## config.mk

```make
export PLATFORM = sky130hd
export DESIGN_NAME = smbl_loader
export DESIGN_NICKNAME = d
export VERILOG_FILES = /design/src/core/smbl_pkg.sv /design/src/core/smbl_buf.sv /design/src/core/smbl_loader.sv
export VERILOG_INCLUDE_DIRS = /design/src /design/src/core
export SDC_FILE = /design/constraint.sdc
export NUM_CORES = 1
export LEC_CHECK = 0
export ABC_CLOCK_PERIOD_IN_PS = 2710
export BUFFER_PORTS_ARGS = -buffer_cell sky130_fd_sc_hd__buf_2
export CAP_MARGIN = 30
export CORE_ASPECT_RATIO = 1.2
export CORE_MARGIN = 1
export CORE_UTILIZATION = 40
export CTS_BUF_LIST = sky130_fd_sc_hd__clkbuf_4
export DETAILED_ROUTE_END_ITERATION = 12
export PLACE_DENSITY_LB_ADDON = 0.2
export SETUP_SLACK_MARGIN = 0.15
export SLEW_MARGIN = 5
export SYNTH_ARGS = -nofsm -noshare
export SYNTH_HDL_FRONTEND = slang
export SYNTH_SLANG_ARGS = --single-unit
```

## constraint.sdc

```tcl
create_clock -name clk -period 2.71 [get_ports clk]
set_input_delay 0.813 -clock clk [delete_from_list [all_inputs] [get_ports clk]]
set_output_delay 0.813 -clock clk [all_outputs]
set_load 0.02 [all_outputs]
```

## src/core/smbl_defines.svh

```systemverilog
`ifndef SMBL_DEFINES_SVH
`define SMBL_DEFINES_SVH
// ****************************************
// clock and link rates
// ****************************************
`define SMBL_CLK_HZ 40000000
`define SMBL_SPI_HZ 1000000
`define SMBL_TW_HZ 100000
`define SMBL_SPI_HALF (`SMBL_CLK_HZ / (2 * `SMBL_SPI_HZ))
`define SMBL_TW_QTR (`SMBL_CLK_HZ / (4 * `SMBL_TW_HZ))
// ****************************************
// memory protocol values
// ****************************************
`define SMBL_SPI_READ 8'h03
`define SMBL_SPI_HDR {`SMBL_SPI_READ, 16'h0000}
`define SMBL_SPI_HDR_BITS 5'h17
`define SMBL_BLANK_BYTE 8'hff
`define SMBL_TW_WR_ADDR 8'ha0
`define SMBL_TW_RD_ADDR 8'ha1
`define SMBL_LOAD_BYTES 64
`endif

```

## src/core/smbl_pkg.sv

```systemverilog
package smbl_pkg;
    // boot sequencer states
    typedef enum logic [2:0] {
        ST_SPI,
        ST_TW_START,
        ST_TW_WR,
        ST_TW_RD,
        ST_TW_STOP,
        ST_WAIT_MCU,
        ST_DONE
    } smbl_state_type;
endpackage : smbl_pkg

```

## src/core/smbl_buf.sv

```systemverilog
`timescale 1ns/1ps
// two-entry buffer, head register drives the outputs directly
module smbl_buf #(
    parameter int W = 8
) (
    input wire logic clk,
    input wire logic rst_n,
    input wire logic in_valid,
    input wire logic [W-1:0] in_data,
    output logic in_ready,
    output logic out_valid,
    input wire logic out_ready,
    output logic [W-1:0] out_data
);
    logic [W-1:0] tail, next_head, next_tail;
    logic next_v0, next_v1, v1;
    logic push, pop;

    // ****************************************
    // occupancy
    // ****************************************
    always_comb begin
        push = in_valid & in_ready;
        pop = out_valid & out_ready;
        next_head = out_data;
        next_tail = tail;
        next_v0 = out_valid;
        next_v1 = v1;
        if (pop && v1) begin // second entry moves up
            next_head = tail;
            next_v1 = 1'b0;
        end else if (pop) begin
            next_head = in_data;
            next_v0 = push;
        end else if (push && out_valid) begin
            next_tail = in_data;
            next_v1 = 1'b1;
        end else if (push) begin
            next_head = in_data;
            next_v0 = 1'b1;
        end
    end

    always_ff @(posedge clk or negedge rst_n) begin
        if (!rst_n) begin
            out_data <= '0;
            tail <= '0;
            out_valid <= 1'b0;
            v1 <= 1'b0;
            in_ready <= 1'b1;
        end else begin
            out_data <= next_head;
            tail <= next_tail;
            out_valid <= next_v0;
            v1 <= next_v1;
            in_ready <= ~next_v1; // full only when both entries hold
        end
    end
endmodule : smbl_buf

```

## src/core/smbl_loader.sv

```systemverilog
`timescale 1ns/1ps
`include "smbl_defines.svh"
module smbl_loader #(
    parameter int LOAD_BYTES = `SMBL_LOAD_BYTES
) (
    input wire logic clk,
    input wire logic rst_n,
    input wire logic receiver_role,
    input wire logic [7:0] remote_master_command,
    input wire logic mcu_cfg_start,
    input wire logic cfg_bits_ready,
    input wire logic ext_reset_req,
    input wire logic master_data_in,
    input wire logic master_serial_data_line_in,
    input wire logic master_serial_clock_line_in,
    output logic master_spi_clock_out,
    output logic master_spi_clock_oe,
    output logic master_data_out,
    output logic master_data_out_oe,
    output logic master_select_low,
    output logic master_serial_data_line_out,
    output logic master_serial_data_line_oe,
    output logic master_serial_clock_line_out,
    output logic master_serial_clock_line_oe,
    output logic cfg_valid,
    output logic [7:0] cfg_data,
    input wire logic cfg_ready,
    output logic link_init_start
);
    localparam logic [7:0] SPI_HALF = 8'(`SMBL_SPI_HALF);
    localparam logic [7:0] TW_QTR = 8'(`SMBL_TW_QTR);
    localparam logic [15:0] LAST = 16'(LOAD_BYTES - 1);

    smbl_pkg::smbl_state_type state, next_state;
    logic [2:0] s1, s2;
    logic [7:0] div, next_div, rx, next_rx;
    logic [23:0] tx, next_tx;
    logic [4:0] bcnt, next_bcnt;
    logic [15:0] nbyte, next_nbyte;
    logic [2:0] step, next_step;
    logic [1:0] q, next_q;
    logic pend, next_pend, data_ph, next_data_ph, tw_fail, next_tw_fail;
    logic sel_spi, next_sel_spi, next_link, next_sck, next_mosi, next_cs_n;
    logic next_sck_oe, next_mosi_oe, next_scl_oe, next_sda_oe;
    logic buf_ready, tick, tw, miso_s, sda_s, scl_s;

    // ****************************************
    // pin synchronisers
    // ****************************************
    always_ff @(posedge clk or negedge rst_n) begin
        if (!rst_n) begin
            s1 <= 3'h7;
            s2 <= 3'h7;
        end else begin
            s1 <= {master_data_in, master_serial_data_line_in, master_serial_clock_line_in};
            s2 <= s1;
        end
    end
    assign {miso_s, sda_s, scl_s} = s2;

    // open-drain lines only ever pull low
    assign master_serial_data_line_out = 1'b0;
    assign master_serial_clock_line_out = 1'b0;

    // ****************************************
    // sequencer
    // ****************************************
    // both masters live side by side, the sequencer just picks one
    always_comb begin
        tw = (state inside {smbl_pkg::ST_TW_START, smbl_pkg::ST_TW_WR,
                            smbl_pkg::ST_TW_RD, smbl_pkg::ST_TW_STOP});
        // stall while a byte waits for buffer room or slave stretches scl
        tick = !pend && (div == (tw ? TW_QTR : SPI_HALF) - 8'h01)
               && !(tw && q == 2'h1 && !scl_s);
        // a stretched quarter parks at its last count instead of wrapping round
        next_div = tick ? 8'h00
                   : ((pend || div == (tw ? TW_QTR : SPI_HALF) - 8'h01) ? div : div + 8'h01);
        next_state = state;
        next_rx = rx;
        next_tx = tx;
        next_bcnt = bcnt;
        next_nbyte = nbyte;
        next_step = step;
        next_q = tw && tick ? q + 2'h1 : q;
        next_pend = pend && !buf_ready;
        next_data_ph = data_ph;
        next_tw_fail = tw_fail;
        next_sel_spi = sel_spi;
        next_sck = master_spi_clock_out;
        next_mosi = master_data_out;
        next_cs_n = master_select_low;
        next_link = link_init_start;
        unique case (state)
            smbl_pkg::ST_SPI: if (tick) begin
                if (!master_spi_clock_out) begin
                    next_sck = 1'b1; // sample on the leading edge
                    next_rx = {rx[6:0], miso_s};
                end else begin
                    next_sck = 1'b0;
                    next_tx = {tx[22:0], 1'b0};
                    next_mosi = tx[22];
                    next_bcnt = bcnt + 5'h01;
                    if (!data_ph && bcnt == `SMBL_SPI_HDR_BITS) begin
                        next_data_ph = 1'b1;
                        next_bcnt = 5'h00;
                    end else if (data_ph && bcnt == 5'h07) begin
                        next_bcnt = 5'h00;
                        next_nbyte = nbyte + 16'h0001;
                        // idle-high data in means no memory behind the port
                        if (nbyte == 16'h0000 && rx == `SMBL_BLANK_BYTE) begin
                            next_cs_n = 1'b1;
                            next_sel_spi = 1'b0;
                            next_nbyte = 16'h0000;
                            next_state = smbl_pkg::ST_TW_START;
                        end else begin
                            next_pend = 1'b1;
                            if (nbyte == LAST) begin
                                next_cs_n = 1'b1;
                                next_state = smbl_pkg::ST_DONE;
                            end
                        end
                    end
                end
            end
            smbl_pkg::ST_TW_START: if (tick && q == 2'h3) begin
                next_tx[23:16] = step == 3'h0 ? `SMBL_TW_WR_ADDR : `SMBL_TW_RD_ADDR;
                next_step = step + 3'h1;
                next_bcnt = 5'h00;
                next_state = smbl_pkg::ST_TW_WR;
            end
            smbl_pkg::ST_TW_WR: if (tick) begin
                if (q == 2'h2) begin
                    next_rx = {rx[6:0], sda_s};
                end else if (q == 2'h3 && bcnt != 5'h08) begin
                    next_bcnt = bcnt + 5'h01;
                    next_tx = {tx[22:0], 1'b0};
                end else if (q == 2'h3) begin
                    next_bcnt = 5'h00;
                    if (rx[0]) begin // no acknowledge: nothing there
                        next_tw_fail = 1'b1;
                        next_state = smbl_pkg::ST_TW_STOP;
                    end else if (step == 3'h1) begin
                        next_tx[23:16] = 8'h00; // single sub-address byte
                        next_step = 3'h2;
                    end else if (step == 3'h2) begin
                        next_step = 3'h3;
                        next_state = smbl_pkg::ST_TW_START; // repeated start
                    end else begin
                        next_state = smbl_pkg::ST_TW_RD;
                    end
                end
            end
            smbl_pkg::ST_TW_RD: if (tick) begin
                if (q == 2'h2 && bcnt != 5'h08) begin
                    next_rx = {rx[6:0], sda_s};
                end else if (q == 2'h3 && bcnt != 5'h08) begin
                    next_bcnt = bcnt + 5'h01;
                end else if (q == 2'h3) begin
                    next_bcnt = 5'h00;
                    next_pend = 1'b1;
                    next_nbyte = nbyte + 16'h0001;
                    if (nbyte == LAST) begin
                        next_state = smbl_pkg::ST_TW_STOP;
                    end
                end
            end
            smbl_pkg::ST_TW_STOP: if (tick && q == 2'h3) begin
                next_state = tw_fail ? smbl_pkg::ST_WAIT_MCU : smbl_pkg::ST_DONE;
            end
            smbl_pkg::ST_WAIT_MCU: if (mcu_cfg_start) begin
                next_state = smbl_pkg::ST_DONE;
            end
            smbl_pkg::ST_DONE: begin
                // no further transfers once loaded
                next_link = link_init_start | cfg_bits_ready;
            end
        endcase
        // receiver role follows the remote interface select
        if (receiver_role && state inside {smbl_pkg::ST_DONE, smbl_pkg::ST_WAIT_MCU}) begin
            next_sel_spi = remote_master_command[7];
        end
        // data-out parks low off spi, ready to serve as reset out
        if (!sel_spi) begin
            next_mosi = 1'b0;
        end
    end

    // ****************************************
    // pin drivers
    // ****************************************
    // registered one cycle after the state, every edge moves by the same lag
    always_comb begin
        next_sck_oe = sel_spi;
        next_mosi_oe = sel_spi | ext_reset_req; // spare pin as reset
        next_scl_oe = 1'b0;
        next_sda_oe = sel_spi & ext_reset_req;
        unique case (state)
            smbl_pkg::ST_TW_START: begin
                next_scl_oe = (q == 2'h0) || (q == 2'h3);
                next_sda_oe = q[1];
            end
            smbl_pkg::ST_TW_WR: begin
                next_scl_oe = (q == 2'h0) || (q == 2'h3);
                next_sda_oe = (bcnt != 5'h08) && !tx[23];
            end
            smbl_pkg::ST_TW_RD: begin
                next_scl_oe = (q == 2'h0) || (q == 2'h3);
                next_sda_oe = (bcnt == 5'h08) && (nbyte != LAST); // last byte not acked
            end
            smbl_pkg::ST_TW_STOP: begin
                next_scl_oe = (q == 2'h0);
                next_sda_oe = !q[1];
            end
            default: ;
        endcase
    end

    always_ff @(posedge clk or negedge rst_n) begin
        if (!rst_n) begin
            state <= smbl_pkg::ST_SPI;
            div <= 8'h00;
            rx <= 8'h00;
            tx <= `SMBL_SPI_HDR;
            bcnt <= 5'h00;
            nbyte <= 16'h0000;
            step <= 3'h0;
            q <= 2'h0;
            pend <= 1'b0;
            data_ph <= 1'b0;
            tw_fail <= 1'b0;
            sel_spi <= 1'b1;
            master_spi_clock_out <= 1'b0;
            master_data_out <= 1'b0;
            master_select_low <= 1'b0; // selected from reset, always active low
            master_spi_clock_oe <= 1'b1;
            master_data_out_oe <= 1'b1;
            master_serial_clock_line_oe <= 1'b0;
            master_serial_data_line_oe <= 1'b0;
            link_init_start <= 1'b0;
        end else begin
            state <= next_state;
            div <= next_div;
            rx <= next_rx;
            tx <= next_tx;
            bcnt <= next_bcnt;
            nbyte <= next_nbyte;
            step <= next_step;
            q <= next_q;
            pend <= next_pend;
            data_ph <= next_data_ph;
            tw_fail <= next_tw_fail;
            sel_spi <= next_sel_spi;
            master_spi_clock_out <= next_sck;
            master_data_out <= next_mosi;
            master_select_low <= next_cs_n;
            master_spi_clock_oe <= next_sck_oe;
            master_data_out_oe <= next_mosi_oe;
            master_serial_clock_line_oe <= next_scl_oe;
            master_serial_data_line_oe <= next_sda_oe;
            link_init_start <= next_link;
        end
    end

    // loaded bytes queue here so a stalled consumer loses nothing
    smbl_buf #(.W(8)) u_buf (
        .clk(clk),
        .rst_n(rst_n),
        .in_valid(pend),
        .in_data(rx),
        .in_ready(buf_ready),
        .out_valid(cfg_valid),
        .out_ready(cfg_ready),
        .out_data(cfg_data)
    );

    // ****************************************
    // checks
    // ****************************************
    logic [7:0] sck_run, scl_run;
    logic spi_tried;
    always_ff @(posedge clk or negedge rst_n) begin
        if (!rst_n) begin
            sck_run <= 8'h00;
            scl_run <= 8'h00;
            spi_tried <= 1'b0;
        end else begin
            sck_run <= (next_sck != master_spi_clock_out) ? 8'h01 : sck_run + 8'h01;
            scl_run <= (next_scl_oe != master_serial_clock_line_oe) ? 8'h01 : scl_run + 8'h01;
            spi_tried <= spi_tried | (state == smbl_pkg::ST_SPI);
        end
    end
endmodule : smbl_loader

```

# After elaboration in Yosys (flattened, before gate mapping)
# Cells that the tools add are included.
word_totals:
  register_bits: 106
  latch_bits: 0
  ramBits: 0
  romBits: 0
  in_bits: 18
  output_inout_bits: 19
  word_cells: 275
  n_memories: 0
op_classes:
  n_addsub: 6
  mul: 0
  n_div: 0
  n_lt_le_gt_ge: 0
  eq_ne: 53
  shifts: 0
  muxes: 113
  bitwise_logic: 11
  n_reduce_logical: 64
op_table:
  columns: ["operator", "count"]
  rows:
  - ["two-way mux 16 bit", 10]
  - ["two-way mux 8 bit", 17]
  - ["two-way mux 24 bit", 4]
  - ["two-way mux 3 bit", 28]
  - ["case mux 16 bit (2 select lines)", 2]
  - ["two-way mux 5 bit", 11]
  - ["case mux 8 bit (3 select lines)", 2]
  - ["two-way mux 1 bit", 30]
  - ["!= test 2 bit, second input constant", 15]
  - ["!= test 2 x 1 -> 1 bit, second input constant", 12]
  - ["AND reduction 6 bit", 4]
  - ["nonzero test 2 bit", 11]
  - ["case mux 5 bit (4 select lines)", 1]
  - ["AND reduction 19 bit", 1]
  - ["case mux 3 bit (6 select lines)", 1]
  - ["AND reduction 9 bit", 2]
  - ["logical AND 1 bit", 17]
  - ["adder 16 x 1 -> 16 bit, second input constant", 1]
  - ["== test 16 x 6 -> 1 bit, second input constant", 1]
  - ["logical NOT 16 bit", 1]
  - ["!= test 16 x 6 -> 1 bit, second input constant", 1]
  - ["AND reduction 8 bit", 2]
  - ["!= test 3 x 1 -> 1 bit, second input constant", 4]
  - ["== test 3 x 2 -> 1 bit, second input constant", 3]
  - ["other kinds (37)", 66]

# Longest topological paths before layout
# Gate-level depths: netlist (run 1).
depth:
  depth_word: 10
  mapped_depth: 9
  ltp_nobuf: 8

# Modules after synthesis
# A second synthesis (run 1) with hierarchy kept.
hier_totals:
  hier_cells: 466
  hier_area_um2: 4712.0
modules_own_cells:
  columns: ["mod", "instances", "cells_each", "area_each_um2", "seq_area_each_um2"]
  rows:
  - ["smbl_loader", 1, 412, 3931.3, 1790.5]
  - ["smbl_buf", 1, 54, 780.7, 476.7]

# Worst setup path before layout (run 1)
# No wires, ideal clock.
synth_timing:
  path_kind: "reg2reg"
  startpoint: "register div[0]"
  endpoint: "register rx[1]"
  setup_time_ns: 0.125
  arrival_ns: 2.283
  required_time_ns: 2.585
  setup_slack_ns: 0.303
  path_stages_with_launch: 8
  n_path_buf: 0
  synth_period_minus_slack_ns: 2.407
  cell_sequence: "dfrtp_1 ha_1 or4b_4 nand2b_4 a21oi_4 nor3_2 a2111oi_4 mux2_2"
synth_between:
  elab_chain_len: 5
  elab_cells_between_ends: 7
  cone_classes: "4 x eq/ne; 3 x reduce/logical"
synth_lines:
  columns: ["item", "line_no", "text"]
  rows:
  - ["from (decl)", "smbl_loader.sv:36", "logic [7:0] div, next_div, rx, next_rx;"]
  - ["from (signal assigned)", "smbl_loader.sv:242", "div <= next_div;"]
  - ["== test 8 bit (*)", "smbl_loader.sv:73", "tick = !pend && (div == (tw ? TW_QTR : SPI_HALF) - 8'h01)"]
  - ["logical AND 1 bit (*)", "smbl_loader.sv:73", null]
  - ["logical AND 1 bit (*)", "smbl_loader.sv:74", "&& !(tw && q == 2'h1 && !scl_s);"]
  - ["!= test 2 bit (no line)", null, null]
  - ["AND reduction 7 bit (no line) (*)", null, null]
  - ["to (signal assigned)", "smbl_loader.sv:243", "rx <= next_rx;"]
  - ["to (decl)", "smbl_loader.sv:36", null]
# Mark *: on every way between the ends. The rest lies on a longest branch, timed or not.
# A chain may end at the register's enable or synchronous reset.

# Final worst setup path (run 1)
layout_timing:
  startpoint: "register state[1]"
  endpoint: "register nbyte[14]"
layout_between:
  elab_chain_len: 9
  elab_cells_between_ends: 25
  cone_classes: "1 x add/sub; 13 x eq/ne; 2 x mux; 9 x reduce/logical"
layout_lines:
  columns: ["item", "line_no", "text"]
  rows:
  - ["from (decl)", "smbl_loader.sv:34", "smbl_pkg::smbl_state_type state, next_state;"]
  - ["from (signal assigned)", "smbl_loader.sv:220", "state <= smbl_pkg::ST_SPI;"]
  - ["from (signal assigned)", "smbl_loader.sv:241", "state <= next_state;"]
  - ["== test 3 x 1 -> 1 bit (tied with other cells)", "smbl_loader.sv:70", "tw = (state inside {smbl_pkg::ST_TW_START, smbl_pkg::ST_TW_WR,"]
  - ["nonzero test 4 bit", "smbl_loader.sv:70", null]
  - ["two-way mux 7 bit", "smbl_loader.sv:73", null]
  - ["subtractor 7 x 1 -> 8 bit", "smbl_loader.sv:73", null]
  - ["== test 8 bit", "smbl_loader.sv:73", null]
  - ["logical AND 1 bit", "smbl_loader.sv:73", null]
  - ["logical AND 1 bit", "smbl_loader.sv:74", null]
  - ["!= test 2 bit (no line)", null, null]
  - ["AND reduction 9 bit (no line)", null, null]
  - ["to (signal assigned)", "smbl_loader.sv:246", "nbyte <= next_nbyte;"]
  - ["to (decl)", "smbl_loader.sv:39", "logic [15:0] nbyte, next_nbyte;"]
# Parallel ways exist; a longest one is shown, timed or not.

==> impl_metrics.yaml, run 1 <==
global_routing:
  first_global_vias: 3571
  grt_start_max_net_pins: 40
  track_usage_pct: 18.4
  grt.overflow.total: 0
  antenna_found_initial: 1
  grt_pass1_wl_um: 17700
synthesis:
  syn_inst: 475
  yosys.area.top_type_share_pct: 40.3
  ys_warn_count: 0
  ys_seq_elements: 90
  synth_edf_count: 0
  synthFlopType: "dfrtp_1"
  avgSynthCellArea_um2: 10.2
  yosysSeqAreaShare_pct: 46.8
  synth_area_um2: 4840
  synth.area.top_cells: "dfrtp_1 (40%), dfstp_2 (6.5%), o21ai_0 (4.4%)"
  synthTopCellsByCount: "dfrtp_1 (78), o21ai_0 (43), nand2_1 (42)"
  synth_top_area_cell: "dfrtp_1"
  synth.most_common_cell: "dfrtp_1"
  async_flop_share_pct: 100
  synth.distinct_cells: 67
clocking:
  clk_pin_slew_ns: 0.15
  htree_levels: 3
  root_buffer: "clkbuf_4"
  clkLatencyLatePin_ns: 0.46
  cts_tree: "yes"
  cts_buffers: 9
  clock-sinks: 90
  ctsLongestPathBuffers: 2
  hold_buffers: 0
detailed_routing:
  drtIter0Drc: 202
  viasPerCell: 5.38
  routed_wl_um: 10500
  wl_per_cell_um: 15.3
  vias: 3701
  first_pass_iters: 4
  drc_errors: 0
  antenna_left: 0
hold_path:
  min_path_type: "in2async"
timing:
  setup_tns_ns: 0
  period_share_pct: 91.5
  period_needed_ns: 2.48
  fin_ws_ns: 0.229
  setup_viol: 0
  skew_ns: 0.0204
  worst_pin_slew_ns: 0.658
  rsz0062_at_grt: "false"
  finalMaxSlewViolations: 0
  fmax_mhz: 403
  final_hold_viol_count: 0
  max_slew_margin_pct: 56.0
setup_path:
  crit_type: "reg2reg"
  critPathRequiredTime_ns: 3.06
  crit_path_max_incr_delay_ns: 0.56
  worst_ep_arrival_time_ns: 2.83
  crit_chain: "or4b_1, or3_1, a221o_2, buf_12, nor2_4, nand2_1, mux2_1"
  crit_family: "simple AND/OR/NAND/NOR gates"
  r2r_slack_ns: 0.23
  crit_fanout: 6
  path_buf_inv: 1
  slowest_stage: "or4b_1"
  crit_path_end_kind: "flop"
  critPathLaunchType: "flop"
final_layout:
  layout.nets: 559
  final_area_um2: 5520
  layout-drive-gt1-share_pct: 23.4
  fill_cells: 1121
  area_delta_synth_final_pct: 13.9
placement:
  portBuffers: 27
  placed_cell_area_um2: 5330
  dp_hpwl_um: 7540
  preCtsSetupSlack_ns: 0.215
  gp_congestion: 0.831
pwr:
  pwr_density_cell_nw_per_um2: 393
  peakVddDrop_mv: 0.249
  p_leak_nw: 2.54
floorplan:
  rows: 43
  core_area_um2: 11700
  die-area_um2: 12600
  fp.dieW_um: 102
  pin_count: 37
  initial_core_util_pct: 41.5
  die_h_um: 123
run_status:
  status: "finished, final reports clean"
job:
  drv_cap: 0
==> per-stage QoR <==
step / cells / total power [mW] / utilization [%] / hold slack, ns
floorplan: 476 / 1.39 / - / 0.345
global placement: 668 / 1.43 / 45.6 / 0.347
detailed placement: 668 / 1.43 / 45.6 / 0.347
CTS: 684 / 2.20 / 46.9 / 0.240
global route: 688 / 2.26 / 47.3 / 0.257
finish: 688 / 2.17 / 47.3 / 0.258
==> worst paths after layout <==
path                                 end  cells after the start     start
setup / recovery               nbyte[14]                      7  state[1]
hold / removal             u_buf.tail[3]                      1     rst_n
setup reg to reg               nbyte[14]                      7  state[1]
hold reg to reg                    s2[2]                      0     s1[2]
max in group asynchronous         tx[17]                      2     rst_n
min in group clk                   s2[2]                      0     s1[2]
==> placed cells by master (no fill, tap or decap), types with 3 or more instances in the layout <==
cell type / netlist / final
nor2b_1: 7 / 7
nand4b_1: 3 / 3
inv_1: 24 / 24
and3_1: 10 / 10
or4_1: 4 / 4
nand2_1: 42 / 42
nor3_1: 5 / 5
mux2_2: 19 / 19
nand4_1: 5 / 5
a21oi_1: 12 / 12
a31oi_1: 3 / 3
a22o_1: 8 / 8
buf_4: 2 / 24
buf_12: 0 / 4
o31ai_1: 6 / 6
o21ai_0: 43 / 43
dfrtp_1: 78 / 78
dfstp_2: 12 / 12
nand2b_1: 9 / 9
ha_1: 16 / 15
xnor2_1: 10 / 10
mux2i_1: 12 / 12
o21a_1: 3 / 3
clkbuf_4: 0 / 10
xor2_1: 5 / 5
nor2_1: 35 / 35
nand3b_1: 4 / 4
nand3_1: 24 / 24
and3b_1: 3 / 3
buf_2: 1 / 26
==> sequential cells by signal, indices dropped and copies added, names as in the netlist, 2 cells and up <==
register	count
bcnt	5
tx	8
rx	8
nbyte	16
u_buf.tail	8
q	2
state	3
s1	3
step	3
s2	3
div	8
u_buf.out_data	8
==> layout make-up <==
cell class	instances	area, µm²	share of cell area [%]
well taps	157	196	3.56
flip-flops and latches	90	2270	41.1
inverters	24	90.1	1.63
clock inverters	6	66.3	1.20
repair buffers	54	390	7.08
multi-input cells	346	2430	44.0
clock buffers	10	75.1	1.36
diodes	1	2.50	0.0454
==> worst reg2reg max path, delay by kind of cell, from the launching register on <==
| family | cells | cell delay (ns) |
|---|---|---|
| muxes | 1 | 0.31 |
| AOI/OAI and AO/OA | 1 | 0.43 |
| buffers and inverters | 1 | 0.16 |
| DFF | 1 | 0.43 |
| and+or+nand+nor | 4 | 1.06 |
==> report_power, final <==
group / switching [mW] / internal, mW
clock: 0.472 / 0.296
sequential: 0.00139 / 1.35
combinational: 0.0336 / 0.0116
total: 0.507 / 1.66
==> cell families after synthesis <==
logic type | after synthesis | synth area share, %
adder cells (fa/ha/maj) | 16 | 4.13
XOR/XNOR | 15 | 2.71
other | 1 | 0.0774
multiplexers | 33 | 7.36
AO/OA/AOI/OAI | 102 | 14.7
AND/OR/NAND/NOR | 178 | 20.6
flip-flops | 90 | 46.8
buffers and inverters | 40 | 3.59
==> per-layer routing <==
metal,part of all wire [%],vias to the layer above,GRT usage [%]
met3,2.5,11,3.42
met2,48,45,28.9
met4,1.5,0,7.50
met1,48,1841,24.7
li1,-,1804,-
met5,0,-,0
==> what timing repair did <==
item,4_1_cts,5_1_grt
setup buffers,0,3
resized for setup,0,5
endpoints found under the setup margin,0,25
Note: power is estimated with default switching activity, not from simulation.
==> run 2: changes to the inputs <==
--- a/config.mk
+++ b/config.mk
@@ -9,6 +9,8 @@
 export ABC_CLOCK_PERIOD_IN_PS = 2710
 export BUFFER_PORTS_ARGS = -buffer_cell sky130_fd_sc_hd__buf_2
 export CAP_MARGIN = 30
+export CELL_PAD_IN_SITES_DETAIL_PLACEMENT = 1
+export CELL_PAD_IN_SITES_GLOBAL_PLACEMENT = 1
 export CORE_ASPECT_RATIO = 1.2
 export CORE_MARGIN = 1
 export CORE_UTILIZATION = 40
==> impl_metrics.yaml, run 2 (synthesized netlist as in run 1, its figures left out) <==
run_status:
  status: "finished, final reports clean"
final_layout:
  layout-drive-gt1-share_pct: 24.3
  fill_cells: 1345
  final_common_cell: "dfrtp_1"
  layout.nets: 564
  regMostFlops: "nbyte"
  final_cell_mix: "dfrtp_1 (78), nand2_1 (42), o21ai_0 (41), nor2_1 (35), buf_4 (31)"
  area_delta_synth_final_pct: 14.2
  largest_reg_flops: 16
timing:
  setup_tns_ns: 0
  setup_viol: 0
  period_share_pct: 90.2
  skew_ns: 0.0190
  fmax_mhz: 409
  worst_pin_slew_ns: 0.553
  finalMaxSlewViolations: 0
  rsz0062_at_grt: "false"
  final_hold_viol_count: 0
  max_slew_margin_pct: 62.9
  period_needed_ns: 2.44
  fin_ws_ns: 0.266
setup_path:
  crit_fanout: 5
  critPathRequiredTime_ns: 3.12
  crit_path_max_incr_delay_ns: 0.54
  worst_ep_arrival_time_ns: 2.85
  worstRegToRegCells: 8
  crit_type: "reg2reg"
  reg2reg_to: "bcnt[4]"
  crit_chain: "ha_2, or4b_4, nand2b_4, a21oi_4, buf_4, nand4_1, or4_1, nand2_1"
  r2r_slack_ns: 0.27
  critPathLaunchType: "flop"
  reg2reg_from: "div[0]"
  crit_path_end_kind: "flop"
  slowest_stage: "or4_1"
clocking:
  clk_pin_slew_ns: 0.15
  cts_buffers: 9
  cts_tree: "yes"
  ctsLongestPathBuffers: 2
  clkLatencyLatePin_ns: 0.45
  root_buffer: "clkbuf_4"
  htree_levels: 3
  hold_buffers: 0
  clock-sinks: 90
detailed_routing:
  met3_length_um: 278
  met2WireLength_um: 5800
  routed_wl_um: 11600
  route.top_layer_used: "met4"
  viasPerCell: 5.35
  first_pass_iters: 4
  wl_met1_um: 5330
  wl_per_cell_um: 16.7
  antenna_left: 0
  drc_errors: 0
  vias: 3708
  drtIter0Drc: 90
job:
  drv_cap: 0
floorplan:
  pin_count: 37
  core_area_um2: 11700
  die-area_um2: 12600
  fp.dieW_um: 102
  rows: 43
  die_h_um: 123
  initial_core_util_pct: 41.5
hold_path:
  min_path_type: "in2async"
global_routing:
  grt_start_max_net_pins: 47
  track_usage_pct: 20.2
  grt.overflow.total: 0
  grt_pass1_wl_um: 19400
  antenna_found_initial: 1
  first_global_vias: 3822
placement:
  dp_hpwl_um: 8680
  gp_congestion: 0.837
  preCtsSetupSlack_ns: 0.178
  portBuffers: 27
pwr:
  p_leak_nw: 2.54
  p_switching_mw: 0.525
  p_sw_share_pct: 23.9
  pwr_density_cell_nw_per_um2: 396
  p_comb_share_pct: 2.1
  seqPwrFrac_pct: 61.8
  internal_power_mw: 1.67
  pwr-share-clk_pct: 36.2
  peakVddDrop_mv: 0.241
## run 2: cell type report
type / count / area (µm²) / share of cell area [%]
Sequential cell: 90 / 2270 / 41.0
Multi-Input combinational cell: 346 / 2440 / 44.0
Tap cell: 157 / 196 / 3.55
Clock inverter: 6 / 72.6 / 1.31
Timing Repair Buffer: 59 / 394 / 7.12
Clock buffer: 10 / 75.1 / 1.36
Antenna cell: 1 / 2.50 / 0.0452
Inverter: 24 / 90.1 / 1.63
## run 2: worst max path at each step
stage | from | to | cells past startpoint
global placement | div[0] | tx[18] | 8
finish | div[0] | bcnt[4] | 8
CTS | div[1] | rx[3] | 8
floorplan | div[0] | rx[1] | 7
detailed placement | div[1] | tx[20] | 8
global route | state[1] | bcnt[3] | 9
## run 2: power by group through the flow
stage	logic, mW	clock network [mW]	registers, mW
after detailed placement	0.0483	0	1.38
after global placement	0.0469	0	1.38
after CTS	0.0485	0.815	1.35
after global routing	0.0531	0.873	1.36
final	0.0454	0.793	1.35
after floorplan	0.00717	0	1.38
## run 2: layer usage
| metal | vias to the layer above | track usage, % |
|---|---|---|
| met5 | - | 0 |
| met4 | 0 | 6.43 |
| met3 | 13 | 3.53 |
| met2 | 44 | 33.9 |
| met1 | 1842 | 26.3 |
| li1 | 1809 | - |
## run 2: what timing repair did
item / in CTS / in global routing
setup endpoints to repair: 1 / 24
gates resized for setup: 0 / 8
gates cloned: 0 / 0
setup buffers: 0 / 5
pin swaps: 1 / 0
## run 2: critical path: cells and delay by family, from the launching register on
kind                     cells  cell delay [ns]
AND/OR/NAND/NOR              5             1.44
flip-flops                   1             0.40
adder cells (fa/ha/maj)      1             0.22
AO/OA/AOI/OAI                1             0.18
buffers and inverters        1             0.17
## run 2: metrics by stage
step / cell area [µm²] / utilization (%) / hold WS (ns) / std cells / power, mW
after detailed placement: 5310 / 45.5 / 0.348 / 671 / 1.43
after floorplan: 4850 / - / 0.345 / 476 / 1.39
final: 5530 / 47.4 / 0.194 / 693 / 2.19
after global routing: 5530 / 47.4 / 0.167 / 693 / 2.28
after CTS: 5460 / 46.8 / 0.170 / 687 / 2.22
after global placement: 5310 / 45.5 / 0.346 / 671 / 1.43
==> run 3: changes to the inputs <==
--- a/config.mk
+++ b/config.mk
@@ -6,14 +6,14 @@
 export SDC_FILE = /design/constraint.sdc
 export NUM_CORES = 1
 export LEC_CHECK = 0
-export ABC_CLOCK_PERIOD_IN_PS = 2710
+export ABC_CLOCK_PERIOD_IN_PS = 2500
 export BUFFER_PORTS_ARGS = -buffer_cell sky130_fd_sc_hd__buf_2
 export CAP_MARGIN = 30
 export CELL_PAD_IN_SITES_DETAIL_PLACEMENT = 1
 export CELL_PAD_IN_SITES_GLOBAL_PLACEMENT = 1
 export CORE_ASPECT_RATIO = 1.2
 export CORE_MARGIN = 1
-export CORE_UTILIZATION = 40
+export CORE_UTILIZATION = 45
 export CTS_BUF_LIST = sky130_fd_sc_hd__clkbuf_4
 export DETAILED_ROUTE_END_ITERATION = 12
 export PLACE_DENSITY_LB_ADDON = 0.2
==> constraint.sdc (replaced) <==
create_clock -name clk -period 2.5 [get_ports clk]
set_input_delay 0.75 -clock clk [delete_from_list [all_inputs] [get_ports clk]]
set_output_delay 0.75 -clock clk [all_outputs]
set_load 0.02 [all_outputs]
==> impl_metrics.yaml, run 3 (synthesized netlist as in run 1, its figures left out) <==
run_status:
  status: "finished, final reports clean"
placement:
  portBuffers: 27
  dp_hpwl_um: 9050
  dp.cells: 646
  gp_congestion: 0.874
final_layout:
  layout.nets: 584
  largest_reg_flops: 16
  regMostFlops: "nbyte"
  final_cell_mix: "dfrtp_1 (78), buf_4 (46), nand2_1 (41), o21ai_0 (36), nor2_1 (34)"
  area_delta_synth_final_pct: 20.8
  final_common_cell: "dfrtp_1"
  diodes: 0
  fill_cells: 1164
  finalNonFillerCells: 684
  layout-drive-gt1-share_pct: 30.6
  finish.utilization_pct: 55.7
setup_path:
  path_buf_inv: 1
  worstRegToRegCells: 7
  worst_ep_arrival_time_ns: 2.76
  crit_path_max_incr_delay_ns: 0.55
  crit_chain: "or4b_4, or3_1, a221o_1, buf_12, nor2_4, nand3_2, xnor2_1"
  crit_path_end_kind: "flop"
  critPathLaunchType: "flop"
  crit_fanout: 6
  crit_family: "simple AND/OR/NAND/NOR gates"
  path_depth: 7
  slowest_stage: "or4b_4"
  crit_type: "reg2reg"
  critPathRequiredTime_ns: 2.86
timing:
  rsz0062_at_grt: "true"
  skew_ns: 0.0231
  setup_viol: 0
  setup_tns_ns: 0
  worst_pin_slew_ns: 0.533
  final_hold_viol_count: 0
  holdWs_ns: 0.164
  max_slew_margin_pct: 64.3
  period_share_pct: 96.0
  period_needed_ns: 2.40
  fmax_mhz: 417
  finalMaxSlewViolations: 0
detailed_routing:
  first_pass_iters: 4
  drtIter0Drc: 115
  viasPerCell: 5.69
  wl_per_cell_um: 18.4
  routed_wl_um: 12600
  drc_errors: 0
  antenna_left: 0
  vias: 3895
clocking:
  ctsLongestPathBuffers: 2
  clkLatencyLatePin_ns: 0.47
  clock-sinks: 90
  cts_tree: "yes"
  root_buffer: "clkbuf_4"
  htree_levels: 3
  cts_buffers: 9
  clk_pin_slew_ns: 0.16
job:
  drv_cap: 0
global_routing:
  first_global_vias: 4138
  busiest_layer: "met2"
  met2_usage_pct: 42.8
  grt.overflow.total: 0
  grtUsageMet1_pct: 27.5
  grt_use_met3_pct: 4.52
  grt_pass1_wl_um: 20700
  track_usage_pct: 23.4
  antenna_found_initial: 0
  grt_start_max_net_pins: 47
pwr:
  peakVddDrop_mv: 0.235
  p_leak_nw: 2.69
  pwr_density_cell_nw_per_um2: 405
  total_power_mw: 2.37
floorplan:
  initial_core_util_pct: 46.1
  pin_count: 37
  rows: 41
  core_area_um2: 10500
  die_h_um: 116
  fp.dieW_um: 96.7
  die-area_um2: 11200
hold_path:
  min_path_type: "in2async"
==> run 3: cell types whose count changed in the layout (fill, tap and decap cells not counted), moves of 3 or more <==
cell / before / now
mux2_2: 19 / 14
nand3_1: 24 / 18
o21ai_1: 3 / 6
mux2_4: 0 / 7
o21ai_0: 41 / 36
buf_12: 1 / 4
buf_4: 31 / 46
nand3_2: 0 / 6
==> run 3: what timing repair did <==
item	in CTS	in global routing
pin swaps	15	10
endpoints found under the setup margin	34	37
hold buffers	0	0
setup buffers	11	11
gates resized for setup	17	32
==> run 3: report_power, final <==
part,internal [mW],switching (mW),leakage (nW)
combinational,0.0127,0.0377,1.43
clock,0.312,0.540,0.0746
sequential,1.47,0.00139,1.19
total,1.79,0.579,2.69
==> run 3: layout make-up <==
type	count	area, µm²	area share, %
Clock buffer	9	67.6	1.15
Clock inverter	7	76.3	1.30
Multi-Input combinational cell	346	2600	44.5
Sequential cell	90	2270	38.7
Tap cell	129	161	2.76
Timing Repair Buffer	79	589	10.1
Inverter	24	90.1	1.54
==> run 3: path summary, 6_finish.rpt <==
kind / from / end / slack (ns)
max: state[1] / nbyte[15] / 0.10
min: rst_n / master_spi_clock_out / 0.16
max reg2reg: state[1] / nbyte[15] / 0.10
min reg2reg: s1[2] / s2[2] / 0.37
max in group asynchronous: rst_n / s2[0] / 1.65
min in group clk: master_data_in / s1[2] / 0.36
==> run 3: worst register-to-register path: cells and delay by family, from the launching register on <==
family / cells / cell delay [ns]
AO/OA/AOI/OAI: 1 / 0.36
XOR/XNOR: 1 / 0.15
buffers and inverters: 1 / 0.16
flip-flops: 1 / 0.44
AND/OR/NAND/NOR: 4 / 1.19
==> run 3: routing by layer <==
layer / vias to the layer above / part of all wire [%]
li1: 1848 / -
met1: 1977 / 43
met2: 50 / 53
met3: 20 / 2.1
met4: 0 / 2.2
met5: - / 0
==> run 3: stage by stage <==
stage               cell area, µm²  setup WS (ns)
finish                        5850          0.100
global route                  5850         0.0241
CTS                           5650         0.0762
detailed placement            5340         0.0450
global placement              5340         0.0830
floorplan                     4850         0.0925
